**src/inc/ecdio_map.svh**
```systemverilog
`ifndef ECDIO_MAP_SVH
`define ECDIO_MAP_SVH
// register byte offsets
`define ECDIO_OFF_STATUS 8'h00
`define ECDIO_OFF_CTRL 8'h04
`define ECDIO_OFF_IRQ_STAT 8'h08
`define ECDIO_OFF_IRQ_MASK 8'h0c
`define ECDIO_OFF_PINS 8'h10
// input line positions (pin 10 maps to bit 0)
`define ECDIO_IN_UNDEF 0
`define ECDIO_IN_FOFF 1
`define ECDIO_IN_FON 2
`define ECDIO_IN_START 3
`define ECDIO_IN_STOP 4
`define ECDIO_IN_HOLD 5
`define ECDIO_IN_BR0 6
`define ECDIO_IN_BR1 7
// output line positions (pins 1..8 map to bits 0..7)
`define ECDIO_OUT_PWR 0
`define ECDIO_OUT_OUTP 1
`define ECDIO_OUT_OVL 2
`define ECDIO_OUT_BUSY 3
`define ECDIO_OUT_SYNC0 4
`define ECDIO_OUT_SYNC1 5
// control register field positions
`define ECDIO_CTRL_PWR 0
`define ECDIO_CTRL_OVL 1
`define ECDIO_CTRL_BUSY 2
`define ECDIO_CTRL_SYNC0 3
`define ECDIO_CTRL_SYNC1 4
`define ECDIO_CTRL_OUT_SET 5
`define ECDIO_CTRL_OUT_CLR 6
// reset values
`define ECDIO_RST_BYTE 8'h00
`define ECDIO_RST_IN 8'hff
`define ECDIO_RST_WORD 32'h0000_0000
`endif

```
**src/inc/ecdio_pkg.sv**
```systemverilog
package ecdio_pkg;
    // sequence engine states
    typedef enum logic [2:0] {
        ECDIO_SEQ_IDLE = 3'b001,
        ECDIO_SEQ_RUN = 3'b010,
        ECDIO_SEQ_HOLD = 3'b100
    } ecdio_seq_type;
endpackage : ecdio_pkg
```
**src/inc/ecdio_evt_if.sv**
```systemverilog
`timescale 1ns/100ps
interface ecdio_evt_if;
    logic [7:0] fall;
    modport det (output fall);
    modport core (input fall);
endinterface : ecdio_evt_if

```
**src/hw/ecdio_fall_det.sv**
```systemverilog
`timescale 1ns/100ps
`include "ecdio_map.svh"
module ecdio_fall_det (
    // clock and reset
    input wire logic clock,
    input wire logic nrst,
    // raw pins
    input wire logic [7:0] pins_in,
    // filtered level and edge pulses
    output logic [7:0] level,
    ecdio_evt_if.det evt
);
    logic [7:0] s1_r, s2_r, s3_r, lvl_r;
    logic [7:0] agree;
    // a change only counts once stages two and three agree
    assign agree = ~(s2_r ^ s3_r);
    assign level = lvl_r;
    // fall pulse when the accepted level goes high to low
    assign evt.fall = lvl_r & agree & ~s3_r;
    // three stage synchroniser, pins idle high
    always_ff @(posedge clock or negedge nrst) begin
        if (!nrst) begin
            s1_r <= `ECDIO_RST_IN;
            s2_r <= `ECDIO_RST_IN;
            s3_r <= `ECDIO_RST_IN;
            lvl_r <= `ECDIO_RST_IN;
        end else begin
            s1_r <= pins_in;
            s2_r <= s1_r;
            s3_r <= s2_r;
            lvl_r <= (agree & s3_r) | (~agree & lvl_r);
        end
    end
endmodule : ecdio_fall_det

```
**src/hw/ecdio_top.sv**
```systemverilog
// The implementer's own choices: the address map and register access over Wishbone.
`timescale 1ns/100ps
`include "ecdio_map.svh"
// What this block does
// eight command input lines and eight status output lines
// falling edges on off, on, start, stop, hold inputs act as commands
// power, output, overload, busy status lines, one means active
// falling edge on branch trigger zero takes branch choice zero; the code takes it only while the sequence runs
// falling edge on branch trigger one takes branch choice one; the code takes it only while running, and zero wins a tie
// undefined and reserved outputs low, undefined input ignored
module ecdio_top
    import ecdio_pkg::*;
(
    // clock and reset
    input wire logic clock,
    input wire logic nrst,
    // wishbone slave
    input wire logic wb_cyc_i,
    input wire logic wb_stb_i,
    input wire logic wb_we_i,
    input wire logic [7:0] wb_adr_i,
    input wire logic [3:0] wb_sel_i,
    input wire logic [31:0] wb_dat_i,
    output logic [31:0] wb_dat_o,
    output logic wb_ack_o,
    // external control port
    input wire logic [7:0] ext_in,
    output logic [7:0] ext_out,
    output logic [3:0] reserved_out,
    // sequence engine strobes
    output logic seq_branch_pulse,
    output logic seq_branch_sel,
    // interrupt
    output logic irq
);
    ecdio_evt_if evt_bus ();
    logic [7:0] in_level;
    logic [7:0] ctrl_r, irq_stat_r, irq_mask_r, ext_out_r;
    logic [7:0] irq_stat_nxt, irq_mask_nxt;
    logic outp_r, outp_nxt;
    logic [31:0] dat_r;
    logic ack_r, irq_r, br_pulse_r, br_sel_r;
    ecdio_seq_type seq_r, seq_nxt;
    logic wr_go, wr_ctrl, wr_stat, wr_mask, req, rd_hit;
    logic [31:0] rd_mux;
    logic [7:0] events;
    logic ev_foff, ev_fon, ev_start, ev_stop, ev_hold, ev_br0, ev_br1;
    logic sw_set, sw_clr;
    logic [7:0] out_nxt;

    // byte lane zero carries every register
    function automatic logic hit(input logic [7:0] adr, input logic [7:0] off);
        hit = (adr == off);
    endfunction : hit

    // eight command lines in, all synchronised
    ecdio_fall_det u_det (
        .clock(clock),
        .nrst(nrst),
        .pins_in(ext_in),
        .level(in_level),
        .evt(evt_bus.det)
    );

    // command edge decode
    assign ev_foff = evt_bus.fall[`ECDIO_IN_FOFF];
    assign ev_fon = evt_bus.fall[`ECDIO_IN_FON];
    assign ev_start = evt_bus.fall[`ECDIO_IN_START];
    assign ev_stop = evt_bus.fall[`ECDIO_IN_STOP];
    assign ev_hold = evt_bus.fall[`ECDIO_IN_HOLD];
    // branch zero edge
    assign ev_br0 = evt_bus.fall[`ECDIO_IN_BR0];
    // branch one edge
    assign ev_br1 = evt_bus.fall[`ECDIO_IN_BR1];
    // undefined input masked out of events
    assign events = {evt_bus.fall[7:1], 1'b0};

    // bus decode; ack follows the request by one cycle and lasts one cycle
    assign req = wb_cyc_i & wb_stb_i & ~ack_r;
    // writes land at the edge that samples ack, while the master still holds them
    assign wr_go = wb_cyc_i & wb_stb_i & wb_we_i & ack_r & wb_sel_i[0];
    assign wr_ctrl = wr_go & hit(wb_adr_i, `ECDIO_OFF_CTRL);
    assign wr_stat = wr_go & hit(wb_adr_i, `ECDIO_OFF_IRQ_STAT);
    assign wr_mask = wr_go & hit(wb_adr_i, `ECDIO_OFF_IRQ_MASK);
    assign sw_set = wr_ctrl & wb_dat_i[`ECDIO_CTRL_OUT_SET];
    assign sw_clr = wr_ctrl & wb_dat_i[`ECDIO_CTRL_OUT_CLR];
    assign rd_hit = hit(wb_adr_i, `ECDIO_OFF_STATUS) | hit(wb_adr_i, `ECDIO_OFF_CTRL)
        | hit(wb_adr_i, `ECDIO_OFF_IRQ_STAT) | hit(wb_adr_i, `ECDIO_OFF_IRQ_MASK)
        | hit(wb_adr_i, `ECDIO_OFF_PINS);
    // unmapped addresses read zero and still ack
    assign rd_mux = !rd_hit ? `ECDIO_RST_WORD :
        hit(wb_adr_i, `ECDIO_OFF_STATUS) ? {24'h000000, seq_r == ECDIO_SEQ_HOLD,
            seq_r == ECDIO_SEQ_RUN, br_sel_r, ext_out_r[4:0]} :
        hit(wb_adr_i, `ECDIO_OFF_CTRL) ? {24'h000000, ctrl_r} :
        hit(wb_adr_i, `ECDIO_OFF_IRQ_STAT) ? {24'h000000, irq_stat_r} :
        hit(wb_adr_i, `ECDIO_OFF_IRQ_MASK) ? {24'h000000, irq_mask_r} :
        {24'h000000, in_level};

    // forced off wins over forced on; software next
    assign outp_nxt = ev_foff ? 1'b0 : ev_fon ? 1'b1 : sw_clr ? 1'b0 : sw_set ? 1'b1 : outp_r;

    // sequence start, stop and hold
    always_comb begin
        seq_nxt = seq_r;
        case (seq_r)
            ECDIO_SEQ_IDLE: begin
                if (ev_start) begin
                    seq_nxt = ECDIO_SEQ_RUN;
                end
            end
            ECDIO_SEQ_RUN: begin
                if (ev_stop) begin
                    seq_nxt = ECDIO_SEQ_IDLE;
                end else if (ev_hold) begin
                    seq_nxt = ECDIO_SEQ_HOLD;
                end
            end
            ECDIO_SEQ_HOLD: begin
                if (ev_stop) begin
                    seq_nxt = ECDIO_SEQ_IDLE;
                end else if (ev_start) begin
                    seq_nxt = ECDIO_SEQ_RUN;
                end
            end
            default: begin
                seq_nxt = ECDIO_SEQ_IDLE;
            end
        endcase
    end

    // status lines, one means on, overload or busy
    assign out_nxt = {2'b00, ctrl_r[`ECDIO_CTRL_SYNC1], ctrl_r[`ECDIO_CTRL_SYNC0],
        ctrl_r[`ECDIO_CTRL_BUSY], ctrl_r[`ECDIO_CTRL_OVL], outp_r,
        ctrl_r[`ECDIO_CTRL_PWR]};

    // sticky flags: a new event beats the write-one clear
    assign irq_stat_nxt = events | (irq_stat_r & ~(wr_stat ? wb_dat_i[7:0] : 8'h00));
    assign irq_mask_nxt = wr_mask ? wb_dat_i[7:0] : irq_mask_r;

    // bus answer registers
    always_ff @(posedge clock or negedge nrst) begin
        if (!nrst) begin
            ack_r <= 1'b0;
            dat_r <= `ECDIO_RST_WORD;
        end else begin
            ack_r <= req;
            dat_r <= rd_mux;
        end
    end

    // software control and interrupt registers
    always_ff @(posedge clock or negedge nrst) begin
        if (!nrst) begin
            ctrl_r <= `ECDIO_RST_BYTE;
            irq_mask_r <= `ECDIO_RST_BYTE;
            irq_stat_r <= `ECDIO_RST_BYTE;
            irq_r <= 1'b0;
        end else begin
            // set and clear strobes self clear
            if (wr_ctrl) begin
                ctrl_r <= {3'b000, wb_dat_i[4:0]};
            end
            irq_mask_r <= irq_mask_nxt;
            irq_stat_r <= irq_stat_nxt;
            // next mask too, so irq never lags a mask write
            irq_r <= |(irq_stat_nxt & irq_mask_nxt);
        end
    end

    // output state, sequence and pin register
    always_ff @(posedge clock or negedge nrst) begin
        if (!nrst) begin
            outp_r <= 1'b0;
            seq_r <= ECDIO_SEQ_IDLE;
            ext_out_r <= `ECDIO_RST_BYTE;
        end else begin
            outp_r <= outp_nxt;
            seq_r <= seq_nxt;
            ext_out_r <= out_nxt;
        end
    end

    // branch zero only while running
    // branch one only while running, zero wins a tie
    always_ff @(posedge clock or negedge nrst) begin
        if (!nrst) begin
            br_pulse_r <= 1'b0;
            br_sel_r <= 1'b0;
        end else begin
            br_pulse_r <= (seq_r == ECDIO_SEQ_RUN) & (ev_br0 | ev_br1);
            if ((seq_r == ECDIO_SEQ_RUN) & (ev_br0 | ev_br1)) begin
                br_sel_r <= ~ev_br0;
            end
        end
    end

    assign wb_ack_o = ack_r;
    assign wb_dat_o = dat_r;
    assign ext_out = ext_out_r;
    // reserved outputs held low
    assign reserved_out = 4'h0;
    assign seq_branch_pulse = br_pulse_r;
    assign seq_branch_sel = br_sel_r;
    assign irq = irq_r;
endmodule : ecdio_top

```
**config.mk**
```make
export PLATFORM = sky130hd
export DESIGN_NAME = ecdio_top
export DESIGN_NICKNAME = d
export VERILOG_FILES = /design/src/inc/ecdio_pkg.sv /design/src/inc/ecdio_evt_if.sv /design/src/hw/ecdio_fall_det.sv /design/src/hw/ecdio_top.sv
export VERILOG_INCLUDE_DIRS = /design/src /design/src/inc
export SDC_FILE = /design/constraint.sdc
export NUM_CORES = 1
export LEC_CHECK = 0
export ABC_AREA = 1
export ABC_CLOCK_PERIOD_IN_PS = 1400
export BUFFER_PORTS_ARGS = -buffer_cell sky130_fd_sc_hd__buf_4
export CELL_PAD_IN_SITES_DETAIL_PLACEMENT = 1
export CELL_PAD_IN_SITES_GLOBAL_PLACEMENT = 1
export CORE_ASPECT_RATIO = 1.25
export CORE_MARGIN = 4
export CORE_UTILIZATION = 38
export DETAILED_ROUTE_END_ITERATION = 10
export HOLD_SLACK_MARGIN = 0.1
export PLACE_DENSITY = 0.77
export SETUP_SLACK_MARGIN = 0.3
export SLEW_MARGIN = 20
export SYNTH_ARGS = -nofsm -noshare
export SYNTH_HDL_FRONTEND = slang
export SYNTH_SLANG_ARGS = --single-unit
```
**constraint.sdc**
```tcl
create_clock -name clock -period 1.4 [get_ports clock]
set_input_delay 0.28 -clock clock [delete_from_list [all_inputs] [get_ports clock]]
set_output_delay 0.28 -clock clock [all_outputs]
set_load 0.005 [all_outputs]
```
# Yosys cells after proc, flatten, opt, wreduce, memory -nomap -nowiden
# Index checks and enable logic that the tools add are counted.
word_totals:
  reg_bits: 75
  out_inout_bits: 48
  in_bits: 57
  word_cells: 73
classes:
  mux: 16
  n_reduce_logical: 3
  eq_ne: 8
  n_bitwise: 31
ops:
  columns: ["cell", "n"]
  rows:
  - ["two-way mux 8 bit", 7]
  - ["bitwise AND 8 bit", 6]
  - ["inverter 8 bit", 4]
  - ["equality test 8 x 4 -> 1 bit, second input constant", 2]
  - ["OR 8 bit", 2]
  - ["two-way mux 3 bit", 4]
  - ["bitwise AND 1 bit", 11]
  - ["case mux 3 bit (3 select lines)", 1]
  - ["equality test 8 x 3 -> 1 bit, second input constant", 1]
  - ["equality test 8 x 5 -> 1 bit, second input constant", 1]
  - ["logical NOT 8 bit", 1]
  - ["OR reduction 8 bit", 1]
  - ["XOR 8 bit", 1]
  - ["OR 1 bit", 5]
  - ["two-way mux 1 bit", 4]
  - ["nonzero test 4 bit", 1]
  - ["equality test 3 x 1 -> 1 bit, second input constant", 1]
  - ["equality test 3 x 2 -> 1 bit, second input constant", 1]
  - ["equality test 3 bit, second input constant", 1]
  - ["!= test 3 bit, second input constant", 1]
  - ["inverter 1 bit", 2]

# Depth between registers and ports, before layout
logic_depth:
  word_depth: 11
  mapped_depth: 12
  mapped_depth_nobuf: 11

# Modules after synthesis
# A second synthesis with hierarchy kept.
hier_totals:
  cells_unflattened: 334
  hier_area_um2: 3347.0
modules_own_cells:
  columns: ["mod", "n_inst", "seq_area_each_um2", "cells_per_inst", "area_each_um2"]
  rows:
  - ["ecdio_top", 1, 1077.3, 262, 2336.0]
  - ["ecdio_fall_det", 1, 840.8, 72, 1011.0]

# Worst setup path before layout
# Ideal clock, no wire load.
synth_timing:
  path_kind: "register to register"
  from: "reg ack_r, in the netlist wb_ack_o"
  to: "reg irq_r, in the netlist irq"
  setup_time_ns: 0.119
  stages_incl_launch_ff: 11
  period_less_slack_ns: 1.334
  required_time_ns: 1.281
  setup_slack_ns: 0.066
  arrival_ns: 1.215
  path_buffers: 1
  cell_sequence: "dfrtp_1 > nand3_1 > nor2_4 > buf_6 > nand3_1 > nand2_1 > nand2_1 > nand2_1 > nand2_1 > nor2_1 > nand2_1"
synth_between:
  elab_chain_len: 9
  elab_cells_between_ends: 11
  cone_classes: "2 x mux; 8 x bitwise; 1 x reduce/logical"
synth_rtl:
  columns: ["element", "line_no", "source"]
  rows:
  - ["start, declared", "ecdio_top.sv:42", "logic ack_r, irq_r, br_pulse_r, br_sel_r;"]
  - ["start signal, assigned", "ecdio_top.sv:146", "ack_r <= req;"]
  - ["bitwise AND 1 bit (2 in a row)", "ecdio_top.sv:81", "assign wr_go = wb_cyc_i & wb_stb_i & wb_we_i & ack_r & wb_sel_i[0];"]
  - ["bitwise AND 1 bit", "ecdio_top.sv:83", "assign wr_stat = wr_go & hit(wb_adr_i, `ECDIO_OFF_IRQ_STAT);"]
  - ["two-way mux 8 bit", "ecdio_top.sv:137", "assign irq_stat_nxt = events | (irq_stat_r & ~(wr_stat ? wb_dat_i[7:0] : 8'h00));"]
  - ["inverter 8 bit", "ecdio_top.sv:137", null]
  - ["bitwise AND 8 bit", "ecdio_top.sv:137", null]
  - ["OR 8 bit", "ecdio_top.sv:137", null]
  - ["named net irq_stat_nxt[3]", "ecdio_top.sv:39", "logic [7:0] irq_stat_nxt, irq_mask_nxt;"]
  - ["bitwise AND 8 bit", "ecdio_top.sv:166", "irq_r <= |(irq_stat_nxt & irq_mask_nxt);"]
  - ["OR reduction 8 bit", "ecdio_top.sv:166", null]
  - ["end signal, assigned", "ecdio_top.sv:166", null]
  - ["end, declared", "ecdio_top.sv:42", null]
# The timed path passes the listed nets, and every way through them passes these cells.
# A chain may end at the register's enable or synchronous reset.

# Worst setup path in the final report
# Ends and elaborated chain as after synthesis.

==> flow_summary.yaml <==
outcome:
  outcome: "finished with violations"
  violations: "negative setup slack"
worst_setup_path:
  r2r_slack_ns: -0.07
  max_stage_delay_ns: 0.36
  worstPathMaxFanout: 16
  path_delay_family: "simple AND/OR/NAND/NOR gates"
  crit_path_end_kind: "register"
  crit_path_frequent_cell: "nand2_1"
  crit_required_ns: 1.64
  crit_type: "reg2reg"
  crit_buf_inv: 2
  crit_path_top_delay_cell: "dfrtp_1"
  arrival_ns: 1.71
  crit_path_start_kind: "register"
  crit_path_cell_trace: "nand3_2 > nor2_4 > buf_12 > buf_4 > nand3_1 > nand2_1 > nand2_1 > nand2_1 > nand2_1 > nor2_1 > nand2_1"
clock_network:
  worst_skew_pair.late_latency_ns: 0.35
  cts_tree: "built"
  cts_sinks: 75
  cts_root_buffer: "clkbuf_8"
  ctsHtreeMaxLevel: 3
  clkTransAtPathRegs_ns: 0.07
  ctsLongestPathBuffers: 2
  cts_buffers: 9
sta:
  fin_skew_ns: 0.0115
  post-route-period-util: 1.05
  holdWs_ns: 0.158
  tns_ns: -0.0718
  rsz0062_at_grt: "true"
  post-route-min-period_ns: 1.47
  drv_slew: 0
  hold_violations: 0
  setup_viol: 1
  max_freq_mhz: 679
  worst_slack_ns: -0.0718
detailed_routing:
  post_drt_wl_per_cell_um: 17.5
  wl_mm: 9.60
  first_pass_iters: 4
  drc: 0
  vias: 2743
  drt_iter0_drc: 92
  vias_per_cell: 4.99
  drt.antenna.violating_nets: 0
floorplanning:
  pin_count: 105
  dieArea_um2: 10100
  die_w_um: 90.8
  std_cell_rows: 37
  core-area_um2: 8290
  start_util: 0.393
  die_y_um: 112
pwr:
  p_seq_frac: 0.480
  power_mw: 5.15
  switching_power_mw: 1.39
  p_int_mw: 3.76
  power_frac_comb: 0.194
  p_clk_frac: 0.327
  p_sw_frac: 0.270
  p_per_area_nw_per_um2: 1090
  leakagePower_nw: 2.22
  ir_drop_mv: 0.424
final_layout:
  area_growth_pct: 45.5
  fin_nets: 506
  drive_gt1_frac: 0.466
  diodes: 0
  fill_cells: 921
place:
  place_ws_ns: -0.250
  hpwl_mm: 5.45
  portBuffers: 47
  place_congestion: 0.770
global_route:
  antenna_found_initial: 0
  grt_max_degree: 76
  grt_usage: 0.182
  grt-ovfl-total: 0
  grt_pass1_vias: 2948
  grt_pass1_wl_mm: 14.4
yosys:
  synth_flop_cell: "dfrtp_1"
  yosysTopAreaCellShare: 0.322
  synth.distinct_cells: 27
  avgSynthCellArea_um2: 9.64
  synthCells: 338
  yosysMostFrequentCell: "nand2_1"
  yosysTopAreaCell: "dfrtp_1"
  ys_warn_count: 0
  yosys-top-cells-count: "nand2_1, dfrtp_1, dfstp_2, buf_4, nor2_1"
  synth_seq_cells: 75
  synthArstFlopShare: 1.00
  seq_area_frac_synth: 0.588
  synthTopCellsByArea: "dfrtp_1, dfstp_2, nand2_1"
  syn_area_um2: 3260
  synth_edf_count: 0
job:
  max_cap_viol_count: 0
worst_hold_path:
  hold_class: "in2reg"
worst reg2reg max path: stages (launching register included):
cell and delay, ns:
dfrtp_1 0.36, nand3_2 0.08, nor2_4 0.13, buf_12 0.16, buf_4 0.13, nand3_1 0.08
nand2_1 0.06, nand2_1 0.06, nand2_1 0.07, nand2_1 0.07, nor2_1 0.09, nand2_1 0.07
stage by stage:
stage	std cells	util	area (um^2)
2_1_floorplan	367	-	3430
3_3_place_gp	491	0.457	3790
3_5_place_dp	491	0.457	3790
4_1_cts	537	0.543	4500
5_1_grt	550	0.572	4740
6_report	550	0.572	4740
worst paths after layout:
path / cells past startpoint / endpoint / startpoint
setup / recovery: 11 / irq$_DFF_PN0_ / wb_ack_o$_DFF_PN0_
hold / removal: 3 / ctrl_r[1]$_DFFE_PN0N_ / wb_dat_i[1]
setup reg to reg: 11 / irq$_DFF_PN0_ / wb_ack_o$_DFF_PN0_
hold reg to reg: 0 / u_det.s2_r[1]$_DFF_PN1_ / u_det.s1_r[1]$_DFF_PN1_
max in group asynchronous: 3 / u_det.s1_r[6]$_DFF_PN1_ / nrst
min in group asynchronous: 3 / wb_ack_o$_DFF_PN0_ / nrst
layer usage:
layer	share of wire	global-route usage
met1	0.37	0.190
met2	0.57	0.340
met3	0.037	0.0365
met4	0.027	0.0915
met5	0	0
cells by family after synthesis:
logic type                 after synthesis  synth area share
other                                    1           0.00115
AOI/OAI and AO/OA                       45            0.0752
DFF                                     75             0.588
buffers and inverters                   57             0.108
and+or+nand+nor                        159             0.224
adders and majority gates                1           0.00307
area by class of cell:
class / instances / area, um^2 / share of cell area
clock inverters: 2 / 37.5 / 0.00792
clock buffers: 13 / 159 / 0.0335
multi-input cells: 236 / 1400 / 0.294
flip-flops and latches: 75 / 1920 / 0.404
well taps: 97 / 121 / 0.0256
inverters: 23 / 106 / 0.0224
repair buffers: 104 / 1000 / 0.212
layout by cell type, fill, tap and decap left out, types with 5 or more instances in the layout:
| master | instances |
|---|---|
| nand2_1 | 75 |
| buf_4 | 57 |
| dfrtp_1 | 42 |
| dfstp_2 | 33 |
| buf_6 | 31 |
| conb_1 | 30 |
| nor2_1 | 19 |
| nand3_1 | 18 |
| inv_1 | 12 |
| nand2_2 | 11 |
| clkbuf_8 | 11 |
| nor2_4 | 10 |
| a21oi_1 | 10 |
| o21ai_0 | 9 |
| dlygate4sd3_1 | 9 |
| o21ai_1 | 8 |
| nor2_2 | 6 |
| nand3_4 | 5 |
| inv_2 | 5 |
| inv_4 | 5 |
| o21ai_2 | 5 |
power groups by stage:
| stage | combinational [mW] | clock, mW | sequential (mW) |
|---|---|---|---|
| final | 0.997 | 1.68 | 2.47 |
| after global routing | 1.08 | 1.83 | 2.49 |
| after CTS | 0.868 | 1.72 | 2.47 |
| after detailed placement | 0.512 | 0 | 2.50 |
| after global placement | 0.480 | 0 | 2.48 |
| after floorplan | 0.307 | 0 | 2.47 |
what timing repair did:
item / CTS / global route
gates resized for setup: 70 / 35
setup buffers: 20 / 13
pin swaps: 22 / 20
endpoints found under the hold margin: 50 / 0
hold buffers: 9 / 0
setup endpoints to repair: 48 / 53
gates cloned: 2 / 0
Power figures use the tool's default switching activity.
